File: src/core/kbd_scan_pkg.sv
package kbd_scan_pkg;

  // ----------------------------------------------------------------
  // Timing
  // ----------------------------------------------------------------
  localparam int CLK_MHZ = 200;
  localparam int STEP_NS = 6000;
  localparam int MIN_PULSE_NS = 1500;
  localparam int STROBE_NS = 6000;
  localparam int REPEAT_US = 50000;
  localparam int CNT_W = 11;
  localparam int REP_W = 24;
  localparam logic [CNT_W-1:0] STEP_CYC = CNT_W'(STEP_NS * CLK_MHZ / 1000);
  localparam logic [CNT_W-1:0] MIN_PULSE_CYC = CNT_W'((MIN_PULSE_NS * CLK_MHZ + 999) / 1000);
  localparam logic [CNT_W-1:0] STROBE_CYC = CNT_W'(STROBE_NS * CLK_MHZ / 1000);

  // ----------------------------------------------------------------
  // Matrix layout
  // ----------------------------------------------------------------
  localparam logic [3:0] FUNC_COL = 4'hf;
  localparam logic [3:0] LAST_ROW = 4'hf;
  localparam logic [3:0] SPECIAL_COL = 4'h6;
  localparam logic [3:0] ASCII_BASE = 4'h2;
  localparam int FN_SHIFT = 0;
  localparam int FN_SHIFT_LOCK = 1;
  localparam int FN_UPPER = 2;
  localparam int FN_CONTROL = 3;
  localparam int FN_LOCAL = 4;
  localparam int FN_RESET = 5;
  localparam int FN_BREAK = 6;
  localparam int FN_REPEAT = 7;

  // ----------------------------------------------------------------
  // Register port
  // ----------------------------------------------------------------
  localparam logic [7:0] OFF_KEY_PORT_READ = 8'h00;
  localparam logic [7:0] OFF_STATUS = 8'h04;
  localparam logic [7:0] OFF_MASK = 8'h08;
  localparam logic [7:0] OFF_CTRL = 8'h0c;
  localparam logic [7:0] OFF_FUNC = 8'h10;
  localparam int ST_W = 3;
  localparam int ST_LOAD = 0;
  localparam int ST_REPEAT = 1;
  localparam int ST_FUNC = 2;
  localparam int CTRL_SCAN_EN = 0;
  localparam logic [ST_W-1:0] RST_MASK = 3'h0;
  localparam logic RST_SCAN_EN = 1'b1;
  localparam logic [15:0] RST_COL_SEL = 16'h0001;
  localparam logic [7:0] RST_CODE = 8'h00;

  typedef enum logic [2:0] {
    SEEK = 3'b001,
    ARMED = 3'b010,
    HELD = 3'b100
  } seq_state_t;

endpackage

File: src/core/kbd_matrix_scanner.sv
`timescale 1ns/1ps
module keyboard_matrix_scanner #(
  parameter int unsigned REPEAT_CYC = kbd_scan_pkg::REPEAT_US * kbd_scan_pkg::CLK_MHZ,
  parameter int unsigned SCAN_STEP_CYC = kbd_scan_pkg::STEP_CYC,
  parameter int unsigned SENSE_MIN_CYC = kbd_scan_pkg::MIN_PULSE_CYC
) (
  input wire logic clock_in,
  input wire logic rst_in,
  input wire logic key_sense_in,
  input wire logic [7:0] addr_in,
  input wire logic [31:0] wdata_in,
  input wire logic we_in,
  input wire logic re_in,
  output logic [31:0] rdata_out,
  output logic [15:0] column_select_out,
  output logic [3:0] row_select_out,
  output logic threshold_feedback_out,
  output logic [7:0] key_code_out,
  output logic ready_strobe_out,
  output logic key_active_out,
  output logic local_out,
  output logic reset_request_out,
  output logic break_request_out,
  output logic irq_out
);

  localparam int CW = kbd_scan_pkg::CNT_W;
  localparam int SW = kbd_scan_pkg::ST_W;
  // Step and sense lengths may be shortened together for fast simulation
  localparam logic [CW-1:0] STEP_LAST = CW'(SCAN_STEP_CYC - 1);
  localparam logic [CW-1:0] SENSE_MIN = CW'(SENSE_MIN_CYC);

  typedef struct packed {
    kbd_scan_pkg::seq_state_t seq;
    logic [7:0] pos;
    logic [7:0] addr;
    logic [CW-1:0] step_cnt;
    logic [CW-1:0] sense_cnt;
    logic [15:0] col_sel;
    logic [7:0] func_acc;
    logic [7:0] func;
    logic [7:0] code;
    logic strobe;
    logic [CW-1:0] strobe_cnt;
    logic key_active;
    logic thr;
    logic [SW-1:0] status;
    logic [SW-1:0] mask;
    logic scan_en;
    logic [31:0] rdata;
    logic irq;
  } scan_state_t;

  scan_state_t st_q;
  scan_state_t st_d;

  logic step;
  logic hit;
  logic load;
  logic at_addr;
  logic func_col;
  logic [3:0] rom_nib;
  logic rep_strobe;
  logic rep_active;
  logic [SW-1:0] events;
  logic [SW-1:0] clr;

  // ----------------------------------------------------------------
  // Encoding ROM and repeat counter
  // ----------------------------------------------------------------
  kbd_encode_rom u_rom (
    .column_in(st_q.pos[7:4]),
    .shift_in(st_q.func[kbd_scan_pkg::FN_SHIFT] | st_q.func[kbd_scan_pkg::FN_SHIFT_LOCK]),
    .upper_in(st_q.func[kbd_scan_pkg::FN_UPPER]),
    .control_in(st_q.func[kbd_scan_pkg::FN_CONTROL]),
    .nibble_out(rom_nib)
  );

  // Repeat only while a character key is held with the repeat key
  kbd_repeat_counter #(
    .PERIOD_CYC(REPEAT_CYC)
  ) u_rep (
    .clock_in(clock_in),
    .rst_in(rst_in),
    .enable_in(st_q.func[kbd_scan_pkg::FN_REPEAT] & st_q.key_active),
    .repeat_strobe_out(rep_strobe),
    .repeating_out(rep_active)
  );

  // ----------------------------------------------------------------
  // Next state
  // ----------------------------------------------------------------
  always_comb begin
    st_d = st_q;
    load = 1'b0;
    events = '0;
    clr = '0;
    step = st_q.scan_en && (st_q.step_cnt == STEP_LAST);
    // Short noise never passes the count
    hit = step && (st_q.sense_cnt > SENSE_MIN);
    at_addr = (st_q.pos == st_q.addr);
    func_col = (st_q.pos[7:4] == kbd_scan_pkg::FUNC_COL);

    if (st_q.scan_en) begin
      st_d.step_cnt = step ? '0 : st_q.step_cnt + 1'b1;
      st_d.sense_cnt = step ? '0 : st_q.sense_cnt + CW'(key_sense_in);
    end

    if (step) begin
      // Row is the low nibble, so rows finish before the column moves
      st_d.pos = st_q.pos + 8'h01;
      st_d.col_sel = 16'h0001 << st_d.pos[7:4];
      if (func_col) begin
        if (!st_q.pos[3]) begin
          st_d.func_acc[st_q.pos[2:0]] = hit;
        end
        if (st_q.pos[3:0] == kbd_scan_pkg::LAST_ROW) begin
          st_d.func = st_q.func_acc;
          events[kbd_scan_pkg::ST_FUNC] = (st_q.func_acc != st_q.func);
        end
      end else begin
        case (st_q.seq)
          kbd_scan_pkg::SEEK: begin
            if (hit) begin
              st_d.addr = st_q.pos;
              st_d.seq = kbd_scan_pkg::ARMED;
              st_d.thr = 1'b0;
            end
          end
          kbd_scan_pkg::ARMED: begin
            // Other addresses wait, so closures are taken in order
            if (at_addr && hit) begin
              st_d.seq = kbd_scan_pkg::HELD;
              st_d.key_active = 1'b1;
              load = !rep_active;
            end else if (at_addr) begin
              st_d.seq = kbd_scan_pkg::SEEK;
              st_d.thr = 1'b1;
            end
          end
          kbd_scan_pkg::HELD: begin
            if (at_addr && !hit) begin
              st_d.seq = kbd_scan_pkg::SEEK;
              st_d.key_active = 1'b0;
              st_d.thr = 1'b1;
            end
          end
          default: begin
            st_d.seq = kbd_scan_pkg::SEEK;
            st_d.thr = 1'b1;
          end
        endcase
      end
    end

    if (load) begin
      st_d.code = {rom_nib, st_q.pos[3:0]};
      events[kbd_scan_pkg::ST_LOAD] = 1'b1;
    end
    events[kbd_scan_pkg::ST_REPEAT] = rep_strobe;

    // Strobe generator, restarted by a load or a repeat
    if (load || rep_strobe) begin
      st_d.strobe = 1'b1;
      st_d.strobe_cnt = '0;
    end else if (st_q.strobe) begin
      st_d.strobe_cnt = st_q.strobe_cnt + 1'b1;
      if (st_q.strobe_cnt == kbd_scan_pkg::STROBE_CYC - 1'b1) begin
        st_d.strobe = 1'b0;
      end
    end

    // Register writes
    if (we_in) begin
      case (addr_in)
        kbd_scan_pkg::OFF_STATUS: clr = wdata_in[SW-1:0];
        kbd_scan_pkg::OFF_MASK: st_d.mask = wdata_in[SW-1:0];
        kbd_scan_pkg::OFF_CTRL: st_d.scan_en = wdata_in[kbd_scan_pkg::CTRL_SCAN_EN];
        default: begin
        end
      endcase
    end
    // A new event beats a clear in the same cycle
    st_d.status = (st_q.status & ~clr) | events;
    st_d.irq = |(st_d.status & st_d.mask);

    // Register reads, data valid one cycle later only
    st_d.rdata = 32'h0;
    if (re_in) begin
      case (addr_in)
        kbd_scan_pkg::OFF_KEY_PORT_READ: st_d.rdata = {24'h0, st_q.code};
        kbd_scan_pkg::OFF_STATUS: st_d.rdata = {29'h0, st_q.status};
        kbd_scan_pkg::OFF_MASK: st_d.rdata = {29'h0, st_q.mask};
        kbd_scan_pkg::OFF_CTRL: st_d.rdata = {31'h0, st_q.scan_en};
        kbd_scan_pkg::OFF_FUNC: st_d.rdata = {24'h0, st_q.func};
        default: st_d.rdata = 32'h0;
      endcase
    end
  end

  // ----------------------------------------------------------------
  // State register
  // ----------------------------------------------------------------
  always_ff @(posedge clock_in or posedge rst_in) begin
    if (rst_in) begin
      st_q <= '0;
      st_q.seq <= kbd_scan_pkg::SEEK;
      st_q.col_sel <= kbd_scan_pkg::RST_COL_SEL;
      st_q.code <= kbd_scan_pkg::RST_CODE;
      st_q.thr <= 1'b1;
      st_q.mask <= kbd_scan_pkg::RST_MASK;
      st_q.scan_en <= kbd_scan_pkg::RST_SCAN_EN;
    end else begin
      st_q <= st_d;
    end
  end

  assign rdata_out = st_q.rdata;
  assign column_select_out = st_q.col_sel;
  assign row_select_out = st_q.pos[3:0];
  assign threshold_feedback_out = st_q.thr;
  assign key_code_out = st_q.code;
  assign ready_strobe_out = st_q.strobe;
  assign key_active_out = st_q.key_active;
  // Function outputs go straight to the host connector
  assign local_out = st_q.func[kbd_scan_pkg::FN_LOCAL];
  assign reset_request_out = st_q.func[kbd_scan_pkg::FN_RESET];
  assign break_request_out = st_q.func[kbd_scan_pkg::FN_BREAK];
  assign irq_out = st_q.irq;

  // ----------------------------------------------------------------
  // Checks
  // ----------------------------------------------------------------
  logic [CW-1:0] high_cnt;

  always_ff @(posedge clock_in or posedge rst_in) begin
    if (rst_in) begin
      high_cnt <= '0;
    end else begin
      // A restart stretches the strobe, so the length count starts over
      if (load || rep_strobe) begin
        high_cnt <= '0;
      end else begin
        high_cnt <= ready_strobe_out ? high_cnt + 1'b1 : '0;
      end
    end
  end

  property p_col_onehot;
    @(posedge clock_in) disable iff (rst_in) $onehot(column_select_out);
  endproperty
  a_col_onehot: assert property (p_col_onehot) else $error("column select not one-hot");

  property p_rows_first;
    @(posedge clock_in) disable iff (rst_in)
    $changed(column_select_out) |-> $past(row_select_out) == kbd_scan_pkg::LAST_ROW && row_select_out == 4'h0;
  endproperty
  a_rows_first: assert property (p_rows_first) else $error("column moved before last row");

  property p_accept_twice;
    @(posedge clock_in) disable iff (rst_in)
    load |-> st_q.seq == kbd_scan_pkg::ARMED && at_addr && hit;
  endproperty
  a_accept_twice: assert property (p_accept_twice) else $error("load without second detection");

  property p_load_code;
    @(posedge clock_in) disable iff (rst_in)
    load |=> key_code_out == {$past(rom_nib), $past(row_select_out)};
  endproperty
  a_load_code: assert property (p_load_code) else $error("latched code wrong");

  property p_thr_low;
    @(posedge clock_in) disable iff (rst_in)
    load |=> !threshold_feedback_out && key_active_out;
  endproperty
  a_thr_low: assert property (p_thr_low) else $error("threshold not lowered on closure");

  property p_thr_idle;
    @(posedge clock_in) disable iff (rst_in)
    st_q.seq == kbd_scan_pkg::SEEK |-> threshold_feedback_out && !key_active_out;
  endproperty
  a_thr_idle: assert property (p_thr_idle) else $error("threshold low while idle");

  property p_strobe_len;
    @(posedge clock_in) disable iff (rst_in)
    $fell(ready_strobe_out) |-> high_cnt == kbd_scan_pkg::STROBE_CYC;
  endproperty
  a_strobe_len: assert property (p_strobe_len) else $error("ready strobe length wrong");

  property p_rep_no_load;
    @(posedge clock_in) disable iff (rst_in)
    rep_active |-> !load;
  endproperty
  a_rep_no_load: assert property (p_rep_no_load) else $error("load while repeating");

  property p_rep_strobe;
    @(posedge clock_in) disable iff (rst_in)
    rep_strobe |=> ready_strobe_out && $stable(key_code_out);
  endproperty
  a_rep_strobe: assert property (p_rep_strobe) else $error("repeat did not re-fire strobe");

  property p_func_col;
    @(posedge clock_in) disable iff (rst_in)
    $changed(st_q.func) |-> $past(st_q.pos) == {kbd_scan_pkg::FUNC_COL, kbd_scan_pkg::LAST_ROW};
  endproperty
  a_func_col: assert property (p_func_col) else $error("function latch outside its column");

  property p_code_hold;
    @(posedge clock_in) disable iff (rst_in)
    !$past(load) |-> $stable(key_code_out);
  endproperty
  a_code_hold: assert property (p_code_hold) else $error("key code changed without load");

  property p_short_pulse;
    @(posedge clock_in) disable iff (rst_in)
    step && st_q.sense_cnt <= SENSE_MIN |-> !hit && !load;
  endproperty
  a_short_pulse: assert property (p_short_pulse) else $error("short pulse accepted");

  c_load: cover property (@(posedge clock_in) disable iff (rst_in) load);
  c_repeat: cover property (@(posedge clock_in) disable iff (rst_in) rep_strobe);
  c_release: cover property (@(posedge clock_in) disable iff (rst_in) $fell(key_active_out));
  c_func: cover property (@(posedge clock_in) disable iff (rst_in) $changed(st_q.func));

endmodule // keyboard_matrix_scanner

File: src/core/kbd_encode_rom.sv
`timescale 1ns/1ps
module kbd_encode_rom (
  input wire logic [3:0] column_in,
  input wire logic shift_in,
  input wire logic upper_in,
  input wire logic control_in,
  output logic [3:0] nibble_out
);

  logic [3:0] base;
  logic key_code_special_bit;

  // ----------------------------------------------------------------
  // Seven address bits: column plus three function bits
  // ----------------------------------------------------------------
  always_comb begin
    base = 4'(column_in + kbd_scan_pkg::ASCII_BASE);
    key_code_special_bit = (column_in >= kbd_scan_pkg::SPECIAL_COL);
    if (key_code_special_bit) begin
      nibble_out = {1'b1, 3'(column_in - kbd_scan_pkg::SPECIAL_COL)};
    end else begin
      nibble_out = base;
      // Lower-case rows fold onto capitals
      if ((shift_in || upper_in) && base[2] && base[1]) begin
        nibble_out[1] = 1'b0;
      end else if (shift_in && !base[2]) begin
        nibble_out[0] = ~base[0];
      end
      if (control_in && base[2]) begin
        nibble_out[2:1] = 2'h0;
      end
    end
  end

endmodule // kbd_encode_rom

File: src/core/kbd_repeat_counter.sv
`timescale 1ns/1ps
module kbd_repeat_counter #(
  parameter int unsigned PERIOD_CYC = kbd_scan_pkg::REPEAT_US * kbd_scan_pkg::CLK_MHZ
) (
  input wire logic clock_in,
  input wire logic rst_in,
  input wire logic enable_in,
  output logic repeat_strobe_out,
  output logic repeating_out
);

  typedef struct packed {
    logic [kbd_scan_pkg::REP_W-1:0] cnt;
    logic pulse;
    logic active;
  } rep_state_t;

  rep_state_t st_q;
  rep_state_t st_d;

  localparam int RW = kbd_scan_pkg::REP_W;
  localparam logic [RW-1:0] LAST = RW'(PERIOD_CYC - 1);

  always_comb begin
    st_d = st_q;
    st_d.pulse = 1'b0;
    st_d.active = enable_in;
    if (!enable_in) begin
      st_d.cnt = '0;
    end else if (st_q.cnt == LAST) begin
      st_d.cnt = '0;
      st_d.pulse = 1'b1;
    end else begin
      st_d.cnt = st_q.cnt + 1'b1;
    end
  end

  always_ff @(posedge clock_in or posedge rst_in) begin
    if (rst_in) begin
      st_q <= '0;
    end else begin
      st_q <= st_d;
    end
  end

  assign repeat_strobe_out = st_q.pulse;
  assign repeating_out = st_q.active;

  // ----------------------------------------------------------------
  // Checks
  // ----------------------------------------------------------------
  property p_rep_needs_enable;
    @(posedge clock_in) disable iff (rst_in)
    repeat_strobe_out |-> $past(enable_in) && repeating_out;
  endproperty
  a_rep_needs_enable: assert property (p_rep_needs_enable) else $error("repeat strobe without enable");

endmodule // kbd_repeat_counter

File: config.mk
export PLATFORM = sky130hd
export DESIGN_NAME = keyboard_matrix_scanner
export DESIGN_NICKNAME = d
export VERILOG_FILES = /design/src/core/kbd_scan_pkg.sv /design/src/core/kbd_matrix_scanner.sv /design/src/core/kbd_encode_rom.sv /design/src/core/kbd_repeat_counter.sv
export SDC_FILE = /design/constraint.sdc
export NUM_CORES = 1
export LEC_CHECK = 0
export BUFFER_PORTS_ARGS = -buffer_cell sky130_fd_sc_hd__buf_4
export CORE_UTILIZATION = 49
export CTS_CLUSTER_SIZE = 25
export DETAILED_ROUTE_END_ITERATION = 10
export PLACE_DENSITY_LB_ADDON = 0.15
export REMOVE_ABC_BUFFERS = 1
export SLEW_MARGIN = 25
export SYNTH_ARGS = -nofsm -noshare
export SYNTH_HDL_FRONTEND = slang
export SYNTH_SLANG_ARGS = --single-unit
File: constraint.sdc
create_clock -name clock_in -period 10.6 [get_ports clock_in]
set_input_delay 1.59 -clock clock_in [delete_from_list [all_inputs] [get_ports clock_in]]
set_output_delay 1.59 -clock clock_in [all_outputs]
set_load 0.02 [all_outputs]
# [After elaboration in Yosys (flattened, before gate mapping)]
# Cells that the tools add are included.
[word_totals] ff_bits=161 out_inout_bits=67 word_cells=131
[op_classes] add_sub_neg=7 order_cmp=4 eq_ne=20 shifts=1 muxes=44 bitwise_logic=9 reduce_logical=25
[op_table] op="two-way mux 24 bit" n=2
[op_table] op="one-hot mux 8 bit (5 select lines)" n=1
[op_table] op="adder 24 x 1 -> 24 bit (second input constant)" n=1
[op_table] op="== test 24 bit (second input constant)" n=1
[op_table] op="two-way mux 12 bit" n=2
[op_table] op="adder 11 x 1 -> 11 bit (second input constant)" n=2
[op_table] op="== test 11 bit (second input constant)" n=2
[op_table] op="two-way mux 11 bit" n=2
[op_table] op="two-way mux 3 bit" n=7
[op_table] op="two-way mux 1 bit" n=20
[op_table] op="== test 8 x 4 -> 1 bit (second input constant)" n=2
[op_table] op="left shift 1 x 4 -> 16 bit (first input constant)" n=1
[op_table] op="adder 11 x 1 -> 11 bit" n=1
[op_table] op="> comparator 11 x 9 -> 1 bit (second input constant)" n=1
[op_table] op="inequality test 2 bit (second input constant)" n=5
[op_table] op="AND reduction 5 bit" n=2
[op_table] op="logical AND 1 bit" n=9
[op_table] op="one-hot mux 3 bit (3 select lines)" n=1
[op_table] op="adder 8 x 1 -> 8 bit (second input constant)" n=1
[op_table] op="bitwise mux 8 bit" n=1
[op_table] op="== test 4 bit (second input constant)" n=2
[op_table] op="== test 8 x 3 -> 1 bit (second input constant)" n=1
[op_table] op="== test 8 x 5 -> 1 bit (second input constant)" n=1
[op_table] op="== test 8 bit" n=1
[op_table] op="31 further kinds" n=41

# [Logic depth before layout (Yosys ltp)]
[logic_depth] ltp_word=12 mapped_depth=9 depth_no_buf=7

# [Hierarchy]
# Synthesis repeated with hierarchy kept, for this count alone.
[hier_totals] cells_unflattened=672 hier_area_um2=7053.0
[by_module_without_submodules] module="keyboard_matrix_scanner" instances=1 cells_each=527 area_each_um2=5660.4 seq_area_each_um2=2782.7
[by_module_without_submodules] module="kbd_repeat_counter" instances=1 cells_each=135 area_each_um2=1318.8 seq_area_each_um2=650.6
[by_module_without_submodules] module="kbd_encode_rom" instances=1 cells_each=10 area_each_um2=73.8 seq_area_each_um2=0.0

# [Worst setup path after synthesis]
# Ideal clock, no wire load.
[synth_timing] kind="in2reg" startpoint="input port addr_in[1]" endpoint="register st_q, in the netlist irq_out" t_arrival_ns=3.175 t_required_ns=10.474 setup_slack_ns=7.299 cell_stages=6 n_path_buf=0 cell_sequence="or4_4 > nor4_2 > and3_1 > nand2_1 > a21o_1 > a221o_1"
[synth_lines] item="from (decl)" line_no="kbd_matrix_scanner.sv:10" rtl="input wire logic [7:0] addr_in,"
[synth_lines] item="to (signal assigned)" line_no="kbd_matrix_scanner.sv:214" rtl="st_q <= st_d;"
[synth_lines] item="to (decl)" line_no="kbd_matrix_scanner.sv:54" rtl="scan_state_t st_q;"

# [Final worst setup path]
[layout_timing] startpoint="register st_q[33] (netlist name)" endpoint="register st_q[48] (netlist name)"
[layout_via] elab_chain_len=9 elab_cells_between_ends=10
[layout_rtl] item="logical AND 1 bit *" line_no="kbd_matrix_scanner.sv:98" rtl="step = st_q.scan_en && (st_q.step_cnt == STEP_LAST);"
[layout_rtl] item="logical AND 1 bit" line_no="kbd_matrix_scanner.sv:100" rtl="hit = step && (st_q.sense_cnt > SENSE_MIN);"
[layout_rtl] item="logical AND 1 bit" line_no="kbd_matrix_scanner.sv:132" rtl="if (at_addr && hit) begin"
[layout_rtl] item="two-way mux 1 bit" line_no="kbd_matrix_scanner.sv:132"
[layout_rtl] item="two-way mux 1 bit" line_no="kbd_matrix_scanner.sv:122" rtl="case (st_q.seq)"
[layout_rtl] item="two-way mux 1 bit" line_no="kbd_matrix_scanner.sv:113" rtl="if (func_col) begin"
[layout_rtl] item="two-way mux 1 bit *" line_no="kbd_matrix_scanner.sv:109" rtl="if (step) begin"
[layout_rtl] item="logical OR 1 bit *"
[layout_rtl] item="two-way mux 12 bit / nonzero test 2 bit (equally long branches)"
# Every way passes the cells marked *; elsewhere a longest branch is shown, timed or not.
# A chain may end at the register's enable or synchronous reset.

==> flow_summary.json <==
{
  "cts.htree.levels": 4,
  "areaGrowthSynthToFinish_pct": 12.6,
  "core_region_area_um2": 13800,
  "vias": 4598,
  "synth-main-ff-cell": "sky130_fd_sc_hd__dfrtp_1",
  "timing.max_slew.rel_slack_pct": 41.0,
  "sort_of_element_at_the_start_of_the_critical_path": "flop",
  "cap_viol_max_count": 0,
  "slew_viol_final": 0,
  "cp.buffers_inverters": 0,
  "count_of_hold_fix_buffers_inserted_at_cts": 0,
  "rsz0062_at_grt": "no",
  "antenna_cells": 0,
  "tritoncts_num_sinks": 137,
  "worst-setup-path-type": "flop to flop",
  "critical_path.endpoint_type": "flop",
  "post-route-period-util_pct": 36.6,
  "synth_top_area_share_pct": 48.0,
  "first_iter_violations": 231,
  "cp_data_arrival_time_ns": 4.19,
  "leakage_component_of_the_power_nw": 3.79,
  "stage_delay_of_the_slowest_cell_on_the_critical_path_ns": 0.79,
  "final.fill_count": 1167,
  "die_height_um": 121,
  "rows": 43,
  "global_placement_routability_congestion": 0.790,
  "worst-endpoint-required_ns": 10.90,
  "tightestPinTransition_ns": 0.883,
  "synth_seq_area_share_pct": 49.5,
  "grt_start_max_net_pins": 83,
  "setup_viol": 0,
  "tritoncts_clock_tree": "built",
  "count_of_endpoints_failing_hold_in_the_final_timing_report": 0,
  "vdd_drop_max_uv": 127,
  "number_of_enable_type_register_cells_in_the_synthesized_netlist": 0,
  "synth_cells": 662,
  "pre_cts_ws_ns": 6.69,
  "route.detailed.drc": 0,
  "cp_num_cells": 6,
  "cts.reportedPaths.clkPinSlew_ns": 0.06,
  "result_of_the_run": "complete, no violations",
  "asr_flop_ratio_synth_pct": 100,
  "syn-cell-area_um2": 6930,
  "timing.reg2reg.setup_slack_ns": 6.72,
  "clock_tree.buffer_depth": 2,
  "clock_latency_on_the_worst_skew_pair_ns": 0.43,
  "r2r.worst_path.cells": 6,
  "detail_route.first_pass.iterations": 7,
  "layout_min_cycle_time_ns": 3.88,
  "synth_area_leaders": "sky130_fd_sc_hd__dfrtp_1 48%, sky130_fd_sc_hd__buf_4 6.6%, sky130_fd_sc_hd__xor2_1 6.4%",
  "fin_clk_skew_ns": 0.00685,
  "dpl.hpwl_mm": 8.87,
  "setup_slack_ns": 6.72,
  "ios": 112,
  "floorplan.initialDensity_pct": 50.1,
  "routed_wl_mm": 13.1,
  "synth.yosys.warnings": 0,
  "post_detailed_route_count_of_antenna_violating_nets": 0,
  "critPathSlowestCell": "sky130_fd_sc_hd__nor4_4",
  "total_of_flip_flops_plus_latches_after_synthesis": 137,
  "fp.dieArea_um2": 14600,
  "clock-root-buffer": "sky130_fd_sc_hd__clkbuf_16",
  "grt_pass1_wl_mm": 22.3,
  "type_of_the_tightest_min_delay_check": "flop to flop",
  "ratio_of_cells_with_drive_above_1_in_the_final_layout_pct": 20.0,
  "route.detailed.vias_per_inst": 5.26,
  "unique_cell_type_count_in_the_yosys_netlist": 58,
  "yosys.area.top_type": "sky130_fd_sc_hd__dfrtp_1",
  "fin_worst_hold_slack_ns": 0.513,
  "overflow_left_after_global_routing": 0,
  "syn_area_per_cell_um2": 10.5,
  "achievable-frequency_mhz": 258,
  "cts.repair.resized": 0,
  "route.detailed.wl_per_inst_um": 15.0,
  "cts_made_buffers": 17,
  "final_nets": 733,
  "horizontal_die_dimension_um": 121,
  "grtUsageTotal_pct": 19.8,
  "antenna_violations_before_repair": 0,
  "finalSetupTns_ns": 0,
  "powerDensity_nw_per_um2": 160,
  "buffer_ports.inserted": 58,
  "crit_chain": "and4_1, nand4_2, a311o_1, nor4_4, or2_2, nor2_1",
  "cts.repair_timing.setup_buffer_count": 0,
  "cpLargestDelayFamily": "simple AND/OR/NAND/NOR gates",
  "number_of_cells_on_the_worst_hold_path": 2,
  "number_of_global_route_vias_before_repair": 4521,
  "crit_fanout": 31
}
[worst reg2reg max path, cell delays in order, from the launching register on]
cell                      delay [ns]
sky130_fd_sc_hd__dfstp_2        0.71
sky130_fd_sc_hd__and4_1         0.33
sky130_fd_sc_hd__nand4_2        0.71
sky130_fd_sc_hd__a311o_1        0.74
sky130_fd_sc_hd__nor4_4         0.79
sky130_fd_sc_hd__or2_2          0.39
sky130_fd_sc_hd__nor2_1         0.10
[through the flow]
step | instance area, um^2 | std cells | power, mW | utilization [%]
global route | 7800 | 874 | 1.29 | 56.4
detailed placement | 7140 | 842 | 0.601 | 51.6
CTS | 7800 | 874 | 1.26 | 56.4
finish | 7800 | 874 | 1.25 | 56.4
global placement | 7140 | 842 | 0.599 | 51.6
floorplan | 6460 | 602 | 0.585 | -
[registers in the layout, summed over array words and instances, names as in the netlist]
signal                   flops
break_request_out            1
u_rep.repeat_strobe_out      1
key_code_out                 8
reset_request_out            1
row_select_out               4
u_rep.st_q                  24
st_q                        68
local_out                    1
threshold_feedback_out       1
ready_strobe_out             1
column_select_out           16
irq_out                      1
u_rep.repeating_out          1
rdata_out                    8
key_active_out               1
[cell type report]
cell class                 count  area, um^2  area share (%)
multi-input combinational    453        2980            38.2
clock buffer                  21         470            6.03
sequential                   137        3430            44.0
timing repair buffer          60         454            5.82
clock inverter                11         193            2.47
inverter                      12        47.5           0.609
tap                          180         225            2.89
[metal layers]
metal	GRT usage, %	share of wire (%)
met3	4.98	3.5
met5	0	0
met4	8.41	1.4
met1	26.4	48
met2	30.6	47
[cells in the mapped netlist (2+ instances only)]
cell type,n
sky130_fd_sc_hd__nand4b_1,2
sky130_fd_sc_hd__nor3_2,2
sky130_fd_sc_hd__o21ai_0,11
sky130_fd_sc_hd__or3_1,4
sky130_fd_sc_hd__nand2_1,50
sky130_fd_sc_hd__a22o_1,16
sky130_fd_sc_hd__o31ai_1,3
sky130_fd_sc_hd__and4_1,5
sky130_fd_sc_hd__nor2_1,87
sky130_fd_sc_hd__and2_1,2
sky130_fd_sc_hd__a31oi_1,2
sky130_fd_sc_hd__nor4b_1,2
sky130_fd_sc_hd__buf_1,3
sky130_fd_sc_hd__and3_1,14
sky130_fd_sc_hd__nor4_1,8
sky130_fd_sc_hd__nor3_1,6
sky130_fd_sc_hd__a21oi_1,5
sky130_fd_sc_hd__xnor2_1,27
sky130_fd_sc_hd__mux2i_1,2
sky130_fd_sc_hd__ha_1,7
sky130_fd_sc_hd__a21o_1,4
sky130_fd_sc_hd__nand4_1,19
sky130_fd_sc_hd__nand3_1,26
sky130_fd_sc_hd__buf_6,2
sky130_fd_sc_hd__or2_2,3
sky130_fd_sc_hd__mux2_2,30
sky130_fd_sc_hd__nand3b_1,4
sky130_fd_sc_hd__xor2_1,51
sky130_fd_sc_hd__a222oi_1,2
sky130_fd_sc_hd__a22oi_1,5
sky130_fd_sc_hd__nor3b_1,3
sky130_fd_sc_hd__dfrtp_1,133
sky130_fd_sc_hd__dfstp_2,4
sky130_fd_sc_hd__clkbuf_1,16
sky130_fd_sc_hd__o21ai_1,2
sky130_fd_sc_hd__nor4_4,2
sky130_fd_sc_hd__mux2_1,6
sky130_fd_sc_hd__buf_4,61
sky130_fd_sc_hd__inv_1,12
[cell usage in the layout (no fill, tap or decap), types with 4 or more instances in the layout]
cell type and instances:
sky130_fd_sc_hd__nand3_1 26, sky130_fd_sc_hd__nand3b_1 4, sky130_fd_sc_hd__a22o_1 16, sky130_fd_sc_hd__xor2_1 51, sky130_fd_sc_hd__a22oi_1 5, sky130_fd_sc_hd__dfrtp_1 133, sky130_fd_sc_hd__nor2_1 87, sky130_fd_sc_hd__and4_1 5
sky130_fd_sc_hd__nand2_1 50, sky130_fd_sc_hd__nor3_1 6, sky130_fd_sc_hd__inv_1 11, sky130_fd_sc_hd__clkbuf_16 17, sky130_fd_sc_hd__o21ai_0 11, sky130_fd_sc_hd__mux2_2 30, sky130_fd_sc_hd__nor4_1 8, sky130_fd_sc_hd__ha_1 7
sky130_fd_sc_hd__dfstp_2 4, sky130_fd_sc_hd__mux2_1 6, sky130_fd_sc_hd__a21oi_1 5, sky130_fd_sc_hd__a21o_1 4, sky130_fd_sc_hd__and3_1 14, sky130_fd_sc_hd__or3_1 4, sky130_fd_sc_hd__xnor2_1 27, sky130_fd_sc_hd__bufinv_16 5
sky130_fd_sc_hd__nand4_1 19, sky130_fd_sc_hd__buf_4 59, sky130_fd_sc_hd__conb_1 24
[power breakdown]
| part | internal (mW) | switching [mW] |
|---|---|---|
| registers | 0.534 | 0.0115 |
| clock network | 0.436 | 0.221 |
| logic | 0.0153 | 0.0297 |
| total | 0.985 | 0.262 |
[path summary, 6_finish.rpt]
| check | start | to |
|---|---|---|
| setup / recovery | st_q[33] | st_q[48] |
| hold / removal | threshold_feedback_out | threshold_feedback_out |
| setup reg to reg | st_q[33] | st_q[48] |
| hold reg to reg | threshold_feedback_out | threshold_feedback_out |
| max in group asynchronous | rst_in | row_select_out[3] |
| min in group asynchronous | rst_in | st_q[113] |
[logic make-up after synthesis]
logic type | count (synthesis) | share of synthesized area, %
buffers and inverters | 95 | 8.69
other | 1 | 0.0541
multiplexers | 38 | 6.14
flip-flops | 137 | 49.5
AO/OA/AOI/OAI | 59 | 6.30
adder cells (fa/ha/maj) | 7 | 1.26
XOR/XNOR | 78 | 9.86
AND/OR/NAND/NOR | 247 | 18.1
No activity file was read; power rests on OpenSTA's default activity.
